--- config.mk ---
export PLATFORM = sky130hd
export DESIGN_NAME = kmrs_keyboard
export DESIGN_NICKNAME = d
export VERILOG_FILES = /design/src/pkg/kmrs_pkg.sv /design/src/verilog/kmrs_sync.sv /design/src/verilog/kmrs_keyboard.sv
export SDC_FILE = /design/constraint.sdc
export NUM_CORES = 1
export LEC_CHECK = 0
export CAP_MARGIN = 10
export CORE_UTILIZATION = 45
export DETAILED_ROUTE_END_ITERATION = 8
export DONT_BUFFER_PORTS = 1
export SYNTH_ARGS = -nofsm -noshare
export SYNTH_HDL_FRONTEND = slang
export SYNTH_SLANG_ARGS = --single-unit
--- constraint.sdc ---
create_clock -name ref_clk -period 13.23 [get_ports ref_clk]
set_input_delay 1.9845 -clock ref_clk [delete_from_list [all_inputs] [get_ports ref_clk]]
set_output_delay 1.9845 -clock ref_clk [all_outputs]
set_load 0.05 [all_outputs]
--- src/pkg/kmrs_pkg.sv ---
// Shared constants, code tables and carrier types of the keyboard sender.
// Assumes a single 20 MHz clock; teleprinter bit and burst times below are turned into cycles here, Morse times stay in quarter units.
package kmrs_pkg;

    // Clock rate and word sizes
    localparam int CLK_KHZ = 20000;
    localparam int ASCII_W = 7;
    localparam int PAT_W = 8;
    localparam int SHREG_W = 10;
    localparam int MATRIX_KEYS = 46;
    localparam int QUEUE_DEPTH = 3;
    localparam int LINE_LIMIT = 64;

    // Morse timing: a unit lasts UNIT_MS_WPM / wpm milliseconds
    localparam int WPM_MIN = 8;
    localparam int WPM_MAX = 60;
    localparam int UNIT_MS_WPM = 1200;
    localparam int SUBS_PER_UNIT = 4;
    localparam int SUB_NUM = UNIT_MS_WPM * CLK_KHZ / SUBS_PER_UNIT;
    localparam int ELEM_SUBS = 8;
    localparam int DASH_EXTRA_SUBS = 8;
    localparam int LETTER_GAP_SUBS = 8;
    localparam int WORD_GAP_SUBS = 16;
    localparam int ERROR_DOTS = 8;
    // Dot length in quarter units per weight setting, lightest first
    localparam logic [3:0][3:0] WEIGHT_DOT_SUBS = {4'h5, 4'h4, 4'h3, 4'h1};

    // Teleprinter timing
    localparam int RTTY_BIT_US = 22000;
    localparam int RTTY_BIT_CYCLES = RTTY_BIT_US * CLK_KHZ / 1000;
    localparam int RTTY_FRAME_BITS = 8;
    localparam int BURST_MS = 100;
    localparam int BURST_CYCLES = BURST_MS * CLK_KHZ;

    // Character codes the block itself looks at
    localparam logic [6:0] ASC_CR = 7'h0D;
    localparam logic [6:0] ASC_PRINT_LO = 7'h20;
    localparam logic [6:0] ASC_PRINT_HI = 7'h5F;
    localparam logic [7:0] PAT_ERROR = 8'h00;
    localparam logic [7:0] PAT_WORD = 8'h01;

    // Pattern tables for A..Z then 0..9; Morse uses a leading marker bit, dash = 1
    localparam logic [8*36-1:0] MORSE_ALNUM =
        288'h05181A0C02120E1004170D1407060F161D0A080309110B191B1C3F2F272321203038_3C3E;
    localparam logic [8*36-1:0] RTTY_ALNUM =
        288'h03190E09010D1A14060B0F121C0C1816170A0510071E131D1511161713010A101507_0618;

    // Fixed messages
    localparam int TEST_LEN = 61;
    localparam logic [8*TEST_LEN-1:0] TEST_MSG =
        "THE QUICK BROWN FOX JUMPS OVER THE LAZY DOG'S BACK 0123456789";
    localparam logic [23:0] GENERAL_MSG = "CQ ";

    // Individually wired keys
    typedef struct packed {
        logic shiftLeft;
        logic shiftRight;
        logic testMessageKey;
        logic stationIdentKey;
        logic generalCallKey;
        logic userSeqKey;
        logic breakKey;
    } kmrs_keys_t;

    // Indicator lamps
    typedef struct packed {
        logic bufferFull;
        logic lineLengthWarning;
    } kmrs_status_t;

    typedef enum logic [2:0] {
        SEQ_IDLE = 3'b000,
        SEQ_TEST = 3'b001,
        SEQ_IDENT = 3'b010,
        SEQ_GENERAL = 3'b011,
        SEQ_USER = 3'b100
    } kmrs_seq_t;

    typedef enum logic [1:0] {
        SH_IDLE = 2'b00,
        SH_RBIT = 2'b01,
        SH_MARK = 2'b10,
        SH_SPACE = 2'b11
    } kmrs_shift_t;

    // Default conversion table; address bit 7 selects Morse
    function automatic logic [255:0][7:0] kmrs_rom_default();
        logic [255:0][7:0] rom;
        rom = '0;
        for (int i = 0; i < 26; i++)
        begin
            rom[8'h41 + i] = RTTY_ALNUM[8*(35-i) +: 8];
            rom[8'hC1 + i] = MORSE_ALNUM[8*(35-i) +: 8];
        end
        for (int i = 0; i < 10; i++)
        begin
            rom[8'h30 + i] = RTTY_ALNUM[8*(9-i) +: 8];
            rom[8'hB0 + i] = MORSE_ALNUM[8*(9-i) +: 8];
        end
        rom[8'h20] = 8'h04;
        rom[8'h0D] = 8'h08;
        rom[8'h0A] = 8'h02;
        rom[8'hA0] = PAT_WORD;
        rom[8'hAE] = 8'h55;
        rom[8'hAC] = 8'h73;
        rom[8'hAF] = 8'h32;
        rom[8'hBF] = 8'h4C;
        rom[8'hA7] = 8'h5E;
        rom[8'hA8] = 8'h36;
        rom[8'hA9] = 8'h6D;
        rom[8'hBA] = 8'h45;
        rom[8'h87] = 8'h78;
        rom[8'hAD] = 8'h28;
        rom[8'h9C] = 8'h61;
        rom[8'hBB] = 8'h31;
        rom[8'h9D] = 8'h6A;
        rom[8'h8A] = 8'h2A;
        rom[8'h8D] = 8'h36;
        return rom;
    endfunction

    localparam logic [255:0][7:0] CONV_ROM_DEFAULT = kmrs_rom_default();

endpackage

--- src/verilog/kmrs_sync.sv ---
// Two-stage synchroniser for a bundle of pin levels.
// Assumes each bit is an independent slow level; no bus coherence is given.
`timescale 1ns/1ps
module kmrs_sync #(
    parameter int WIDTH = 1
) (
    // Clock and reset
    input wire logic ref_clk,
    input wire logic rst_n,
    // Levels
    input wire logic [WIDTH-1:0] din,
    output logic [WIDTH-1:0] dout
);

    logic [WIDTH-1:0] stage1;

    // First stage feeds only the second
    always_ff @(posedge ref_clk)
    begin
        if (!rst_n)
        begin
            stage1 <= '0;
            dout <= '0;
        end
        else
        begin
            stage1 <= din;
            dout <= stage1;
        end
    end

endmodule

--- src/verilog/kmrs_keyboard.sv ---
// Dual-mode keyboard sender: matrix encoder, message sequencers, queue,
// code conversion, one-pattern buffer, 10-bit shifter and Morse keyer.
// Assumes all key and switch inputs are raw pins, synchronised here.
// Notes on behaviour
// [RULE1] Morse speed set from 8 to 60 wpm
// [RULE2] Full lamp alike; Morse never drives warning
// [RULE3] Power-up warning clears only by teleprinter return
// [RULE4] Morse blocks test message, other sequencers run
// [RULE5] Blank key in Morse sends eight dots
// [RULE6] Bracket keys send prosigns or shifted punctuation
// [RULE7] Ten Morse punctuation marks, others send error
// [RULE8] Morse break key holds keying on
// [RULE9] Four dot-to-gap weight ratios, 1:7 to 5:3
// [RULE10] 46 matrix keys plus seven wired keys
// [RULE11] Key closure gives seven-bit code in parallel
// [RULE12] Shift selects shifted code on dual keys
// [RULE13] Teleprinter break key forces loop open
// [RULE14] Lookup addressed by code plus mode bit
// [RULE15] Direct to shifter when idle, else buffered
// [RULE16] Shifter loads parallel, shifts bit per tick
// [RULE17] Mode routes serial bits to loop or keyer
// [RULE18] Keyer makes dots and dashes, keys sidetone
// [RULE19] 64 printing characters light warning, tone burst
// [RULE20] Ident, general call, user three characters
// [RULE21] Sequencers repeat while trigger held
// [RULE22] Test key sends the pangram message
// [RULE23] Three pending characters; full overwrites last
// [RULE24] Non-printing characters do not count
// [RULE25] Tables and call sign are build parameters
`timescale 1ns/1ps
module kmrs_keyboard #(
    parameter int SUB_NUM = kmrs_pkg::SUB_NUM,
    parameter int RTTY_BIT_CYCLES = kmrs_pkg::RTTY_BIT_CYCLES,
    parameter int BURST_CYCLES = kmrs_pkg::BURST_CYCLES,
    parameter logic [255:0][7:0] CONV_ROM = kmrs_pkg::CONV_ROM_DEFAULT,
    parameter int CALL_LEN = 8,
    parameter logic [8*CALL_LEN-1:0] CALL_SIGN = "AB1CD   ",
    parameter logic [23:0] USER_CHARS = "DX ",
    parameter logic LINE_WARN_AT_RESET = 1'b1
) (
    // Clock and reset
    input wire logic ref_clk,
    input wire logic rst_n,
    // Key pins
    input wire logic [kmrs_pkg::MATRIX_KEYS-1:0] matrixKeys,
    input wire kmrs_pkg::kmrs_keys_t keys,
    // Operator controls
    input wire logic morseMode,
    input wire logic [5:0] speedWpm,
    input wire logic [1:0] weightSel,
    // Encoder output
    output logic [6:0] encodedChar,
    output logic encodedStrobe,
    // Line and radio outputs
    output logic loopMark,
    output logic keyOut,
    output logic sidetoneOn,
    // Indicators
    output kmrs_pkg::kmrs_status_t status
);

    localparam int KW = $bits(kmrs_pkg::kmrs_keys_t);
    localparam int SYNC_W = kmrs_pkg::MATRIX_KEYS + KW + 9;
    localparam int IDENT_LEN = 3 + CALL_LEN;
    localparam logic [8*IDENT_LEN-1:0] IDENT_MSG = {"DE ", CALL_SIGN};
    localparam int ACC_W = $clog2(SUB_NUM + 64);
    localparam int BIT_W = $clog2(RTTY_BIT_CYCLES + 1);
    localparam int BURST_W = $clog2(BURST_CYCLES + 1);

    logic [SYNC_W-1:0] pinsSync;
    logic [kmrs_pkg::MATRIX_KEYS-1:0] mkey;
    kmrs_pkg::kmrs_keys_t key;
    logic morse;
    logic [5:0] wpmRaw;
    logic [1:0] weight;

    // Every pin passes two flops before use
    kmrs_sync #(.WIDTH(SYNC_W)) u_sync (
        .ref_clk(ref_clk),
        .rst_n(rst_n),
        .din({matrixKeys, keys, morseMode, speedWpm, weightSel}),
        .dout(pinsSync)
    );
    assign {mkey, key, morse, wpmRaw, weight} = pinsSync;

    // Matrix key code: letters, digits, space, punctuation, control keys
    function automatic logic [6:0] keyAscii(input logic [5:0] idx, input logic sh);
        logic [6:0] c;
        logic [6:0] d;
        d = 7'(7'h30 + 7'(idx - 6'd26));
        if (idx < 6'd26)
            c = 7'(7'h41 + 7'(idx));
        else if (idx < 6'd36)
            c = sh ? (d ^ 7'h10) : d;
        else
        begin
            unique case (idx)
                6'h24: c = 7'h20;
                6'h25: c = 7'h2E;
                6'h26: c = 7'h2C;
                6'h27: c = sh ? 7'h3F : 7'h2F;
                6'h28: c = sh ? 7'h07 : 7'h3A;
                6'h29: c = sh ? 7'h1C : 7'h2D;
                6'h2A: c = sh ? 7'h1D : 7'h3B;
                6'h2B: c = 7'h0A;
                6'h2C: c = 7'h0D;
                default: c = 7'h00;
            endcase
        end
        return c;
    endfunction

    // Position of the marker bit, which is also the element count
    function automatic logic [3:0] elemCount(input logic [7:0] p);
        logic [3:0] n;
        n = 4'h0;
        for (int b = 0; b < 8; b++)
            if (p[b])
                n = 4'(b);
        return n;
    endfunction

    // Scanning encoder with per-key history for n-key rollover
    logic [5:0] scanIdx;
    logic [kmrs_pkg::MATRIX_KEYS-1:0] keyPrev;
    logic newKey;
    assign newKey = mkey[scanIdx] & ~keyPrev[scanIdx];

    always_ff @(posedge ref_clk)
    begin
        if (!rst_n)
            scanIdx <= 6'h00;
        else if (scanIdx == 6'(kmrs_pkg::MATRIX_KEYS - 1))
            scanIdx <= 6'h00; // [RULE10]
        else
            scanIdx <= scanIdx + 6'h01;
    end

    // Only a change from open to closed yields a character
    always_ff @(posedge ref_clk)
    begin
        if (!rst_n)
        begin
            keyPrev <= '0;
            encodedChar <= 7'h00;
            encodedStrobe <= 1'b0;
        end
        else
        begin
            keyPrev[scanIdx] <= mkey[scanIdx];
            encodedChar <= keyAscii(scanIdx, key.shiftLeft | key.shiftRight); // [RULE11] [RULE12]
            encodedStrobe <= newKey;
        end
    end

    // Message sequencers share one engine; a held key restarts at idle
    kmrs_pkg::kmrs_seq_t seqSel;
    logic [5:0] seqIdx;
    logic [6:0] seqChar;
    logic seqLast;
    logic seqPush;
    logic [1:0] qCount;
    logic qFull;
    assign qFull = qCount == 2'(kmrs_pkg::QUEUE_DEPTH);
    // A sequencer waits for room rather than overwrite
    assign seqPush = (seqSel != kmrs_pkg::SEQ_IDLE) & ~qFull & ~encodedStrobe;

    always_comb
    begin
        seqChar = 7'h00;
        seqLast = 1'b1;
        unique case (seqSel)
            kmrs_pkg::SEQ_TEST:
            begin
                seqChar = kmrs_pkg::TEST_MSG[8*(kmrs_pkg::TEST_LEN-1-int'(seqIdx)) +: 7]; // [RULE22]
                seqLast = seqIdx == 6'(kmrs_pkg::TEST_LEN - 1);
            end
            kmrs_pkg::SEQ_IDENT:
            begin
                seqChar = IDENT_MSG[8*(IDENT_LEN-1-int'(seqIdx)) +: 7]; // [RULE20] [RULE25]
                seqLast = seqIdx == 6'(IDENT_LEN - 1);
            end
            kmrs_pkg::SEQ_GENERAL:
            begin
                seqChar = kmrs_pkg::GENERAL_MSG[8*(2-int'(seqIdx)) +: 7]; // [RULE20]
                seqLast = seqIdx == 6'h02;
            end
            kmrs_pkg::SEQ_USER:
            begin
                seqChar = USER_CHARS[8*(2-int'(seqIdx)) +: 7]; // [RULE20] [RULE25]
                seqLast = seqIdx == 6'h02;
            end
            default:
            begin
                seqChar = 7'h00;
                seqLast = 1'b1;
            end
        endcase
    end

    always_ff @(posedge ref_clk)
    begin
        if (!rst_n)
        begin
            seqSel <= kmrs_pkg::SEQ_IDLE;
            seqIdx <= 6'h00;
        end
        else if (seqSel == kmrs_pkg::SEQ_TEST && morse)
            seqSel <= kmrs_pkg::SEQ_IDLE; // [RULE4]
        else if (seqSel == kmrs_pkg::SEQ_IDLE)
        begin
            seqIdx <= 6'h00;
            // Level start, so a held key repeats the message
            if (key.testMessageKey && !morse)
                seqSel <= kmrs_pkg::SEQ_TEST; // [RULE4] [RULE21]
            else if (key.stationIdentKey)
                seqSel <= kmrs_pkg::SEQ_IDENT; // [RULE21]
            else if (key.generalCallKey)
                seqSel <= kmrs_pkg::SEQ_GENERAL; // [RULE21]
            else if (key.userSeqKey)
                seqSel <= kmrs_pkg::SEQ_USER; // [RULE21]
        end
        else if (seqPush)
        begin
            if (seqLast)
                seqSel <= kmrs_pkg::SEQ_IDLE;
            else
                seqIdx <= seqIdx + 6'h01;
        end
    end

    // Three-character queue; a keystroke while full replaces the tail
    logic [2:0][6:0] queue;
    logic [2:0][6:0] next_queue;
    logic [1:0] next_count;
    logic push;
    logic pop;
    logic [6:0] pushChar;
    logic fullLamp;
    assign push = encodedStrobe | seqPush;
    assign pushChar = encodedStrobe ? encodedChar : seqChar;

    always_comb
    begin
        next_queue = queue;
        next_count = qCount;
        if (pop)
        begin
            next_queue[0] = queue[1];
            next_queue[1] = queue[2];
            next_count = qCount - 2'h1;
        end
        if (push)
        begin
            if (next_count == 2'(kmrs_pkg::QUEUE_DEPTH))
                next_queue[2] = pushChar; // [RULE23]
            else
            begin
                next_queue[next_count] = pushChar;
                next_count = next_count + 2'h1;
            end
        end
    end

    always_ff @(posedge ref_clk)
    begin
        if (!rst_n)
        begin
            queue <= '0;
            qCount <= 2'h0;
            fullLamp <= 1'b0;
        end
        else
        begin
            queue <= next_queue;
            qCount <= next_count;
            fullLamp <= next_count == 2'(kmrs_pkg::QUEUE_DEPTH); // [RULE23] [RULE2]
        end
    end

    // Conversion lookup and the one-pattern buffer ahead of the shifter
    kmrs_pkg::kmrs_shift_t shState;
    logic [7:0] romPat;
    logic [7:0] bufPat;
    logic [6:0] bufChar;
    logic bufValid;
    logic shIdle;
    logic load;
    logic [7:0] loadPat;
    logic [6:0] loadChar;
    assign romPat = CONV_ROM[{morse, queue[0]}]; // [RULE14]
    assign shIdle = shState == kmrs_pkg::SH_IDLE;
    assign load = shIdle & (bufValid | (qCount != 2'h0));
    assign pop = (qCount != 2'h0) & (~bufValid | shIdle);
    assign loadPat = bufValid ? bufPat : romPat; // [RULE15]
    assign loadChar = bufValid ? bufChar : queue[0];

    always_ff @(posedge ref_clk)
    begin
        if (!rst_n)
        begin
            bufPat <= 8'h00;
            bufChar <= 7'h00;
            bufValid <= 1'b0;
        end
        else if (pop && !(shIdle && !bufValid))
        begin
            bufPat <= romPat; // [RULE15]
            bufChar <= queue[0];
            bufValid <= 1'b1;
        end
        else if (load)
            bufValid <= 1'b0;
    end

    // Quarter-unit tick scaled by speed; accumulating avoids a divider
    logic [5:0] wpm;
    logic [ACC_W-1:0] acc;
    logic [ACC_W-1:0] accSum;
    logic subTick;
    assign wpm = (wpmRaw < 6'(kmrs_pkg::WPM_MIN)) ? 6'(kmrs_pkg::WPM_MIN) :
                 (wpmRaw > 6'(kmrs_pkg::WPM_MAX)) ? 6'(kmrs_pkg::WPM_MAX) : wpmRaw; // [RULE1]
    assign accSum = acc + ACC_W'(wpm);
    assign subTick = accSum >= ACC_W'(SUB_NUM);

    always_ff @(posedge ref_clk)
    begin
        if (!rst_n)
            acc <= '0;
        else if (subTick)
            acc <= accSum - ACC_W'(SUB_NUM); // [RULE1]
        else
            acc <= accSum;
    end

    // Shifter and Morse element timing
    logic [9:0] shReg;
    logic [3:0] shCnt;
    logic [4:0] subTimer;
    logic [BIT_W-1:0] bitTimer;
    logic [4:0] dotOn;
    logic [4:0] gapSubs;
    assign dotOn = 5'(kmrs_pkg::WEIGHT_DOT_SUBS[weight]); // [RULE9]
    assign gapSubs = 5'(kmrs_pkg::ELEM_SUBS) - dotOn; // [RULE9]

    always_ff @(posedge ref_clk)
    begin
        if (!rst_n)
        begin
            shState <= kmrs_pkg::SH_IDLE;
            shReg <= 10'h000;
            shCnt <= 4'h0;
            subTimer <= 5'h00;
            bitTimer <= '0;
        end
        else if (load && !morse)
        begin
            // Start bit, five code bits, stop bits; shifted out low first
            shReg <= {4'hF, loadPat[4:0], 1'b0}; // [RULE16] [RULE17]
            shCnt <= 4'(kmrs_pkg::RTTY_FRAME_BITS);
            bitTimer <= BIT_W'(RTTY_BIT_CYCLES - 1);
            shState <= kmrs_pkg::SH_RBIT;
        end
        else if (load)
        begin
            shState <= kmrs_pkg::SH_SPACE;
            if (loadPat == kmrs_pkg::PAT_ERROR)
            begin
                shReg <= 10'h000; // [RULE5] [RULE7]
                shCnt <= 4'(kmrs_pkg::ERROR_DOTS);
                subTimer <= 5'h00;
            end
            else
            begin
                // Left-justify so the first element sits at the top bit
                shReg <= 10'({loadPat, 2'b00} << (4'h8 - elemCount(loadPat))); // [RULE16] [RULE6]
                shCnt <= elemCount(loadPat);
                subTimer <= (loadPat == kmrs_pkg::PAT_WORD) ?
                    5'(kmrs_pkg::WORD_GAP_SUBS - 1) : 5'h00;
            end
        end
        else if (shState == kmrs_pkg::SH_RBIT)
        begin
            if (bitTimer == '0)
            begin
                shReg <= {1'b1, shReg[9:1]}; // [RULE16]
                shCnt <= shCnt - 4'h1;
                bitTimer <= BIT_W'(RTTY_BIT_CYCLES - 1);
                if (shCnt == 4'h1)
                    shState <= kmrs_pkg::SH_IDLE;
            end
            else
                bitTimer <= bitTimer - BIT_W'(1);
        end
        else if (subTick && shState != kmrs_pkg::SH_IDLE)
        begin
            if (subTimer != 5'h00)
                subTimer <= subTimer - 5'h01;
            else if (shState == kmrs_pkg::SH_MARK)
            begin
                shState <= kmrs_pkg::SH_SPACE;
                subTimer <= (shCnt == 4'h0) ?
                    5'(gapSubs + 5'(kmrs_pkg::LETTER_GAP_SUBS) - 5'h01) : 5'(gapSubs - 5'h01);
            end
            else if (shCnt != 4'h0)
            begin
                // Unequal lengths: a dash adds to the weighted dot length
                shState <= kmrs_pkg::SH_MARK; // [RULE18]
                subTimer <= shReg[9] ?
                    5'(dotOn + 5'(kmrs_pkg::DASH_EXTRA_SUBS) - 5'h01) : 5'(dotOn - 5'h01);
                shReg <= {shReg[8:0], 1'b0}; // [RULE16]
                shCnt <= shCnt - 4'h1;
            end
            else
                shState <= kmrs_pkg::SH_IDLE;
        end
    end

    // Line length count, teleprinter only
    logic [6:0] lineCnt;
    logic lineHit;
    logic printing;
    logic [BURST_W-1:0] burstCnt;
    logic warnLamp;
    // Lamps come from separate flops, one process each
    assign status = '{bufferFull: fullLamp, lineLengthWarning: warnLamp};
    assign printing = loadChar >= kmrs_pkg::ASC_PRINT_LO && loadChar <= kmrs_pkg::ASC_PRINT_HI;
    assign lineHit = load & ~morse & printing & (lineCnt == 7'(kmrs_pkg::LINE_LIMIT - 1));

    always_ff @(posedge ref_clk)
    begin
        if (!rst_n)
        begin
            lineCnt <= 7'h00;
            warnLamp <= LINE_WARN_AT_RESET; // [RULE3]
        end
        else if (load && !morse)
        begin
            if (loadChar == kmrs_pkg::ASC_CR)
            begin
                lineCnt <= 7'h00; // [RULE3]
                warnLamp <= 1'b0;
            end
            else if (printing && lineCnt != 7'(kmrs_pkg::LINE_LIMIT))
            begin
                lineCnt <= lineCnt + 7'h01; // [RULE24] [RULE2]
                if (lineHit)
                    warnLamp <= 1'b1; // [RULE19]
            end
        end
    end

    // Warning tone burst
    always_ff @(posedge ref_clk)
    begin
        if (!rst_n)
            burstCnt <= '0;
        else if (lineHit)
            burstCnt <= BURST_W'(BURST_CYCLES); // [RULE19]
        else if (burstCnt != '0)
            burstCnt <= burstCnt - BURST_W'(1);
    end

    // Output stages; Morse mode bridges the loop so it idles closed
    always_ff @(posedge ref_clk)
    begin
        if (!rst_n)
        begin
            loopMark <= 1'b1;
            keyOut <= 1'b0;
            sidetoneOn <= 1'b0;
        end
        else
        begin
            if (morse)
                loopMark <= 1'b1; // [RULE17]
            else if (key.breakKey)
                loopMark <= 1'b0; // [RULE13]
            else
                loopMark <= (shState == kmrs_pkg::SH_RBIT) ? shReg[0] : 1'b1; // [RULE17]
            keyOut <= morse & (key.breakKey | (shState == kmrs_pkg::SH_MARK)); // [RULE8] [RULE18]
            sidetoneOn <= (morse & (key.breakKey | (shState == kmrs_pkg::SH_MARK))) |
                          (burstCnt != '0); // [RULE18] [RULE19]
        end
    end

endmodule

==> qor.txt <==
largest net degree at the start of global routing: 176
num ports: 77
post-synth top area share: 34.9%
area leader, netlist: dfxtp_1
fin cells: 2755
initial DRC count: 1613
Hold/Removal Path Class: register to register
die height: 208 um
hold buffers post-CTS: 0
CTS Buf Count: 37
Yosys cell types: 116
Slew @ Worst Pin: 0.840 ns
cell total after placement: 2687
number of global-route vias before repair: 15300
DP Area: 19200 um2
RSZ-0062 raised after global routing: no
Hold WS: 0.428 ns
Critical Path AT: 6.15 ns
Seq/Total Area, Yosys: 34.9%
Post CTS Setup Buffer Count: 0
Setup crit end kind: register
number of synthesized register bits: 334
Synth area leaders: dfxtp_1, nor2_1, and2_1
VDD IR max: 121 uV
# DRC: 0
skew final: 0.0299 ns
DR vias/cell: 5.97
Slowest cell on crit path: ha_1
total iterations of the first detailed-routing run: 5
final hold vios: 0
CP Class: register to register
Post-Syn Instances: 2288
Period minus WS final: 5.69 ns
FILL cells: 3987
Resize count post-CTS: 0
Placement Rows: 75
Worst Path Max Fanout: 60
initial antenna violation count: 0
IO Port Bufs: 0
share of layout cells above drive strength 1: 8.94%
Top delay family on crit path: compound AO/OA/AOI/OAI gates
vias: 16400
clock root cell: clkbuf_16
GRT overflow: 0
# setup viols final: 0
Design Area, Final: 20600 um2
first-pass GRT wire length: 83.0 mm
ys flop type: dfxtp_1
Syn Std Cell Area: 19200 um2
Leakage: 7.49 nW
worst-path cell chain: buf_4 > inv_1 > ha_1 > buf_4 > nor2b_1 > o311ai_0 > a2bb2oi_1 > o2111ai_1 > a31oi_2 > nand2b_2 > inv_2 > a21oi_1 > o21ai_0 > nand3_1 > a21oi_1 > o311ai_2
dpl hpwl: 35.0 mm
f_max: 176 MHz
Post-synth EDFFs: 0
max-slew violations: 0
final net count: 2296
CP bufs+invs: 4
GPL Wtd Cong: 0.962
period utilization: 43.0%
max-capacitance violation count: 0
Final TNS setup: 0 ns
Avg Cell Area, Syn: 8.38 um2
fraction of registers with async set/reset: 0%
syn nets: 2397
Clock Sinks: 334
Die W: 208 um
final core utilization: 49.1%
Routed Antenna Nets: 0
Reg clk slew, reported paths: 0.06 ns
worst skew pair latency: 0.55 ns
core area: 41900 um2
diode count: 0
Initial Util: 45.7%
TritonCTS clock tree: yes
power per cell area: 185 nW/um2
drt total wl: 51.5 mm
buffers from clock root to sink, at most: 3
post-DR wirelength/cell: 18.7 um
area grow syn2layout: 7.44%
Die Area: 43400 um2
largest stage delay on the critical path: 0.79 ns
GRT Util Overall: 23.2%
CP Data Required Time: 13.69 ns
Yosys Warn Count: 0
Slew HR: 43.9%
htree depth: 2
outcome: completed
crit path launch type: register
metrics by stage:
stage          power (mW)  setup WS, ns
6_report             3.81          7.54
5_1_grt              4.04          6.98
4_1_cts              3.82          7.66
3_5_place_dp         2.67          7.64
3_3_place_gp         2.66          7.71
2_1_floorplan        2.36          9.03
placed cells by master, fill, tap and decap left out, types with 30 or more instances in the layout:
master,synthesis,final
dfxtp_1,334,330
nor2_1,277,277
nand2_1,164,164
and2_1,146,146
a21oi_1,137,137
o21ai_0,90,90
a211oi_1,77,77
nor3_1,61,59
mux2i_1,59,59
xnor2_1,53,53
inv_1,52,52
nand3_1,48,48
ha_1,44,44
clkbuf_16,0,37
nand2b_1,31,31
xor2_1,30,30
synth_stat cells, drive strengths merged (23+ instances only):
cell type and instances:
dfxtp 334, nor2 281, nand2 165, and2 146, a21oi 139, o21ai 105
clkbuf 87, a211oi 85, buf 76, nor3 63, mux2i 59, inv 58
xnor2 54, nand3 49, ha 44, nand2b 33, xor2 31, nor4 24
a31oi 23, mux4 23
logic make-up after synthesis:
group	Yosys count	share of synthesized area, %
adders and majority gates	45	2.98
xor gates and xnor gates	85	3.96
muxes	92	6.37
buffers and inverters	224	5.39
and+or+nand+nor	919	24.8
AOI/OAI and AO/OA	589	21.6
DFF	334	34.9
state kept, by name (all words and copies together) (netlist names), 10 cells and up:
register,flops
u_sync.dout,62
u_sync.stage1,62
keyPrev,46
acc,23
burstCnt,21
queue,21
bitTimer,19
shReg,10
routing by layer:
layer  global-route usage [%]  routed length (um)  share of wire (%)  vias up
met5                        0                   0                  0        -
met4                     7.54                1330                2.6        0
met3                     2.87                2620                5.1      102
met2                     37.0               23500                 46      507
met1                     32.4               24100                 47     7778
li1                         -                   -                  -     8054
report_power, final:
group / switching [mW] / internal [mW] / total, mW
clock: 0.440 / 0.704 / 1.14
combinational: 0.903 / 0.526 / 1.43
sequential: 0.113 / 1.13 / 1.24
total: 1.46 / 2.36 / 3.81
final timing paths:
path / startpoint / endpoint / slack, ns / cells past startpoint
worst max-delay path: seqIdx[0]$_SDFFE_PN0P_ / romPat[4]$_DFF_P_ / 7.54 / 16
worst min-delay path: u_sync.stage1[5]$_SDFF_PN0_ / u_sync.dout[5]$_SDFF_PN0_ / 0.43 / 1
worst max register to register: seqIdx[0]$_SDFFE_PN0P_ / romPat[4]$_DFF_P_ / 7.54 / 16
worst min register to register: u_sync.stage1[5]$_SDFF_PN0_ / u_sync.dout[5]$_SDFF_PN0_ / 0.43 / 1
cell type report:
| type | count | area (um2) | area share [%] |
|---|---|---|---|
| clock inverters | 19 | 313 | 1.52 |
| well taps | 539 | 674 | 3.28 |
| multi-input cells | 1730 | 11500 | 55.6 |
| repair buffers | 23 | 173 | 0.839 |
| inverters | 61 | 231 | 1.12 |
| clock buffers | 49 | 1050 | 5.10 |
| flip-flops and latches | 334 | 6690 | 32.5 |
Power figures use the tool's default switching activity.
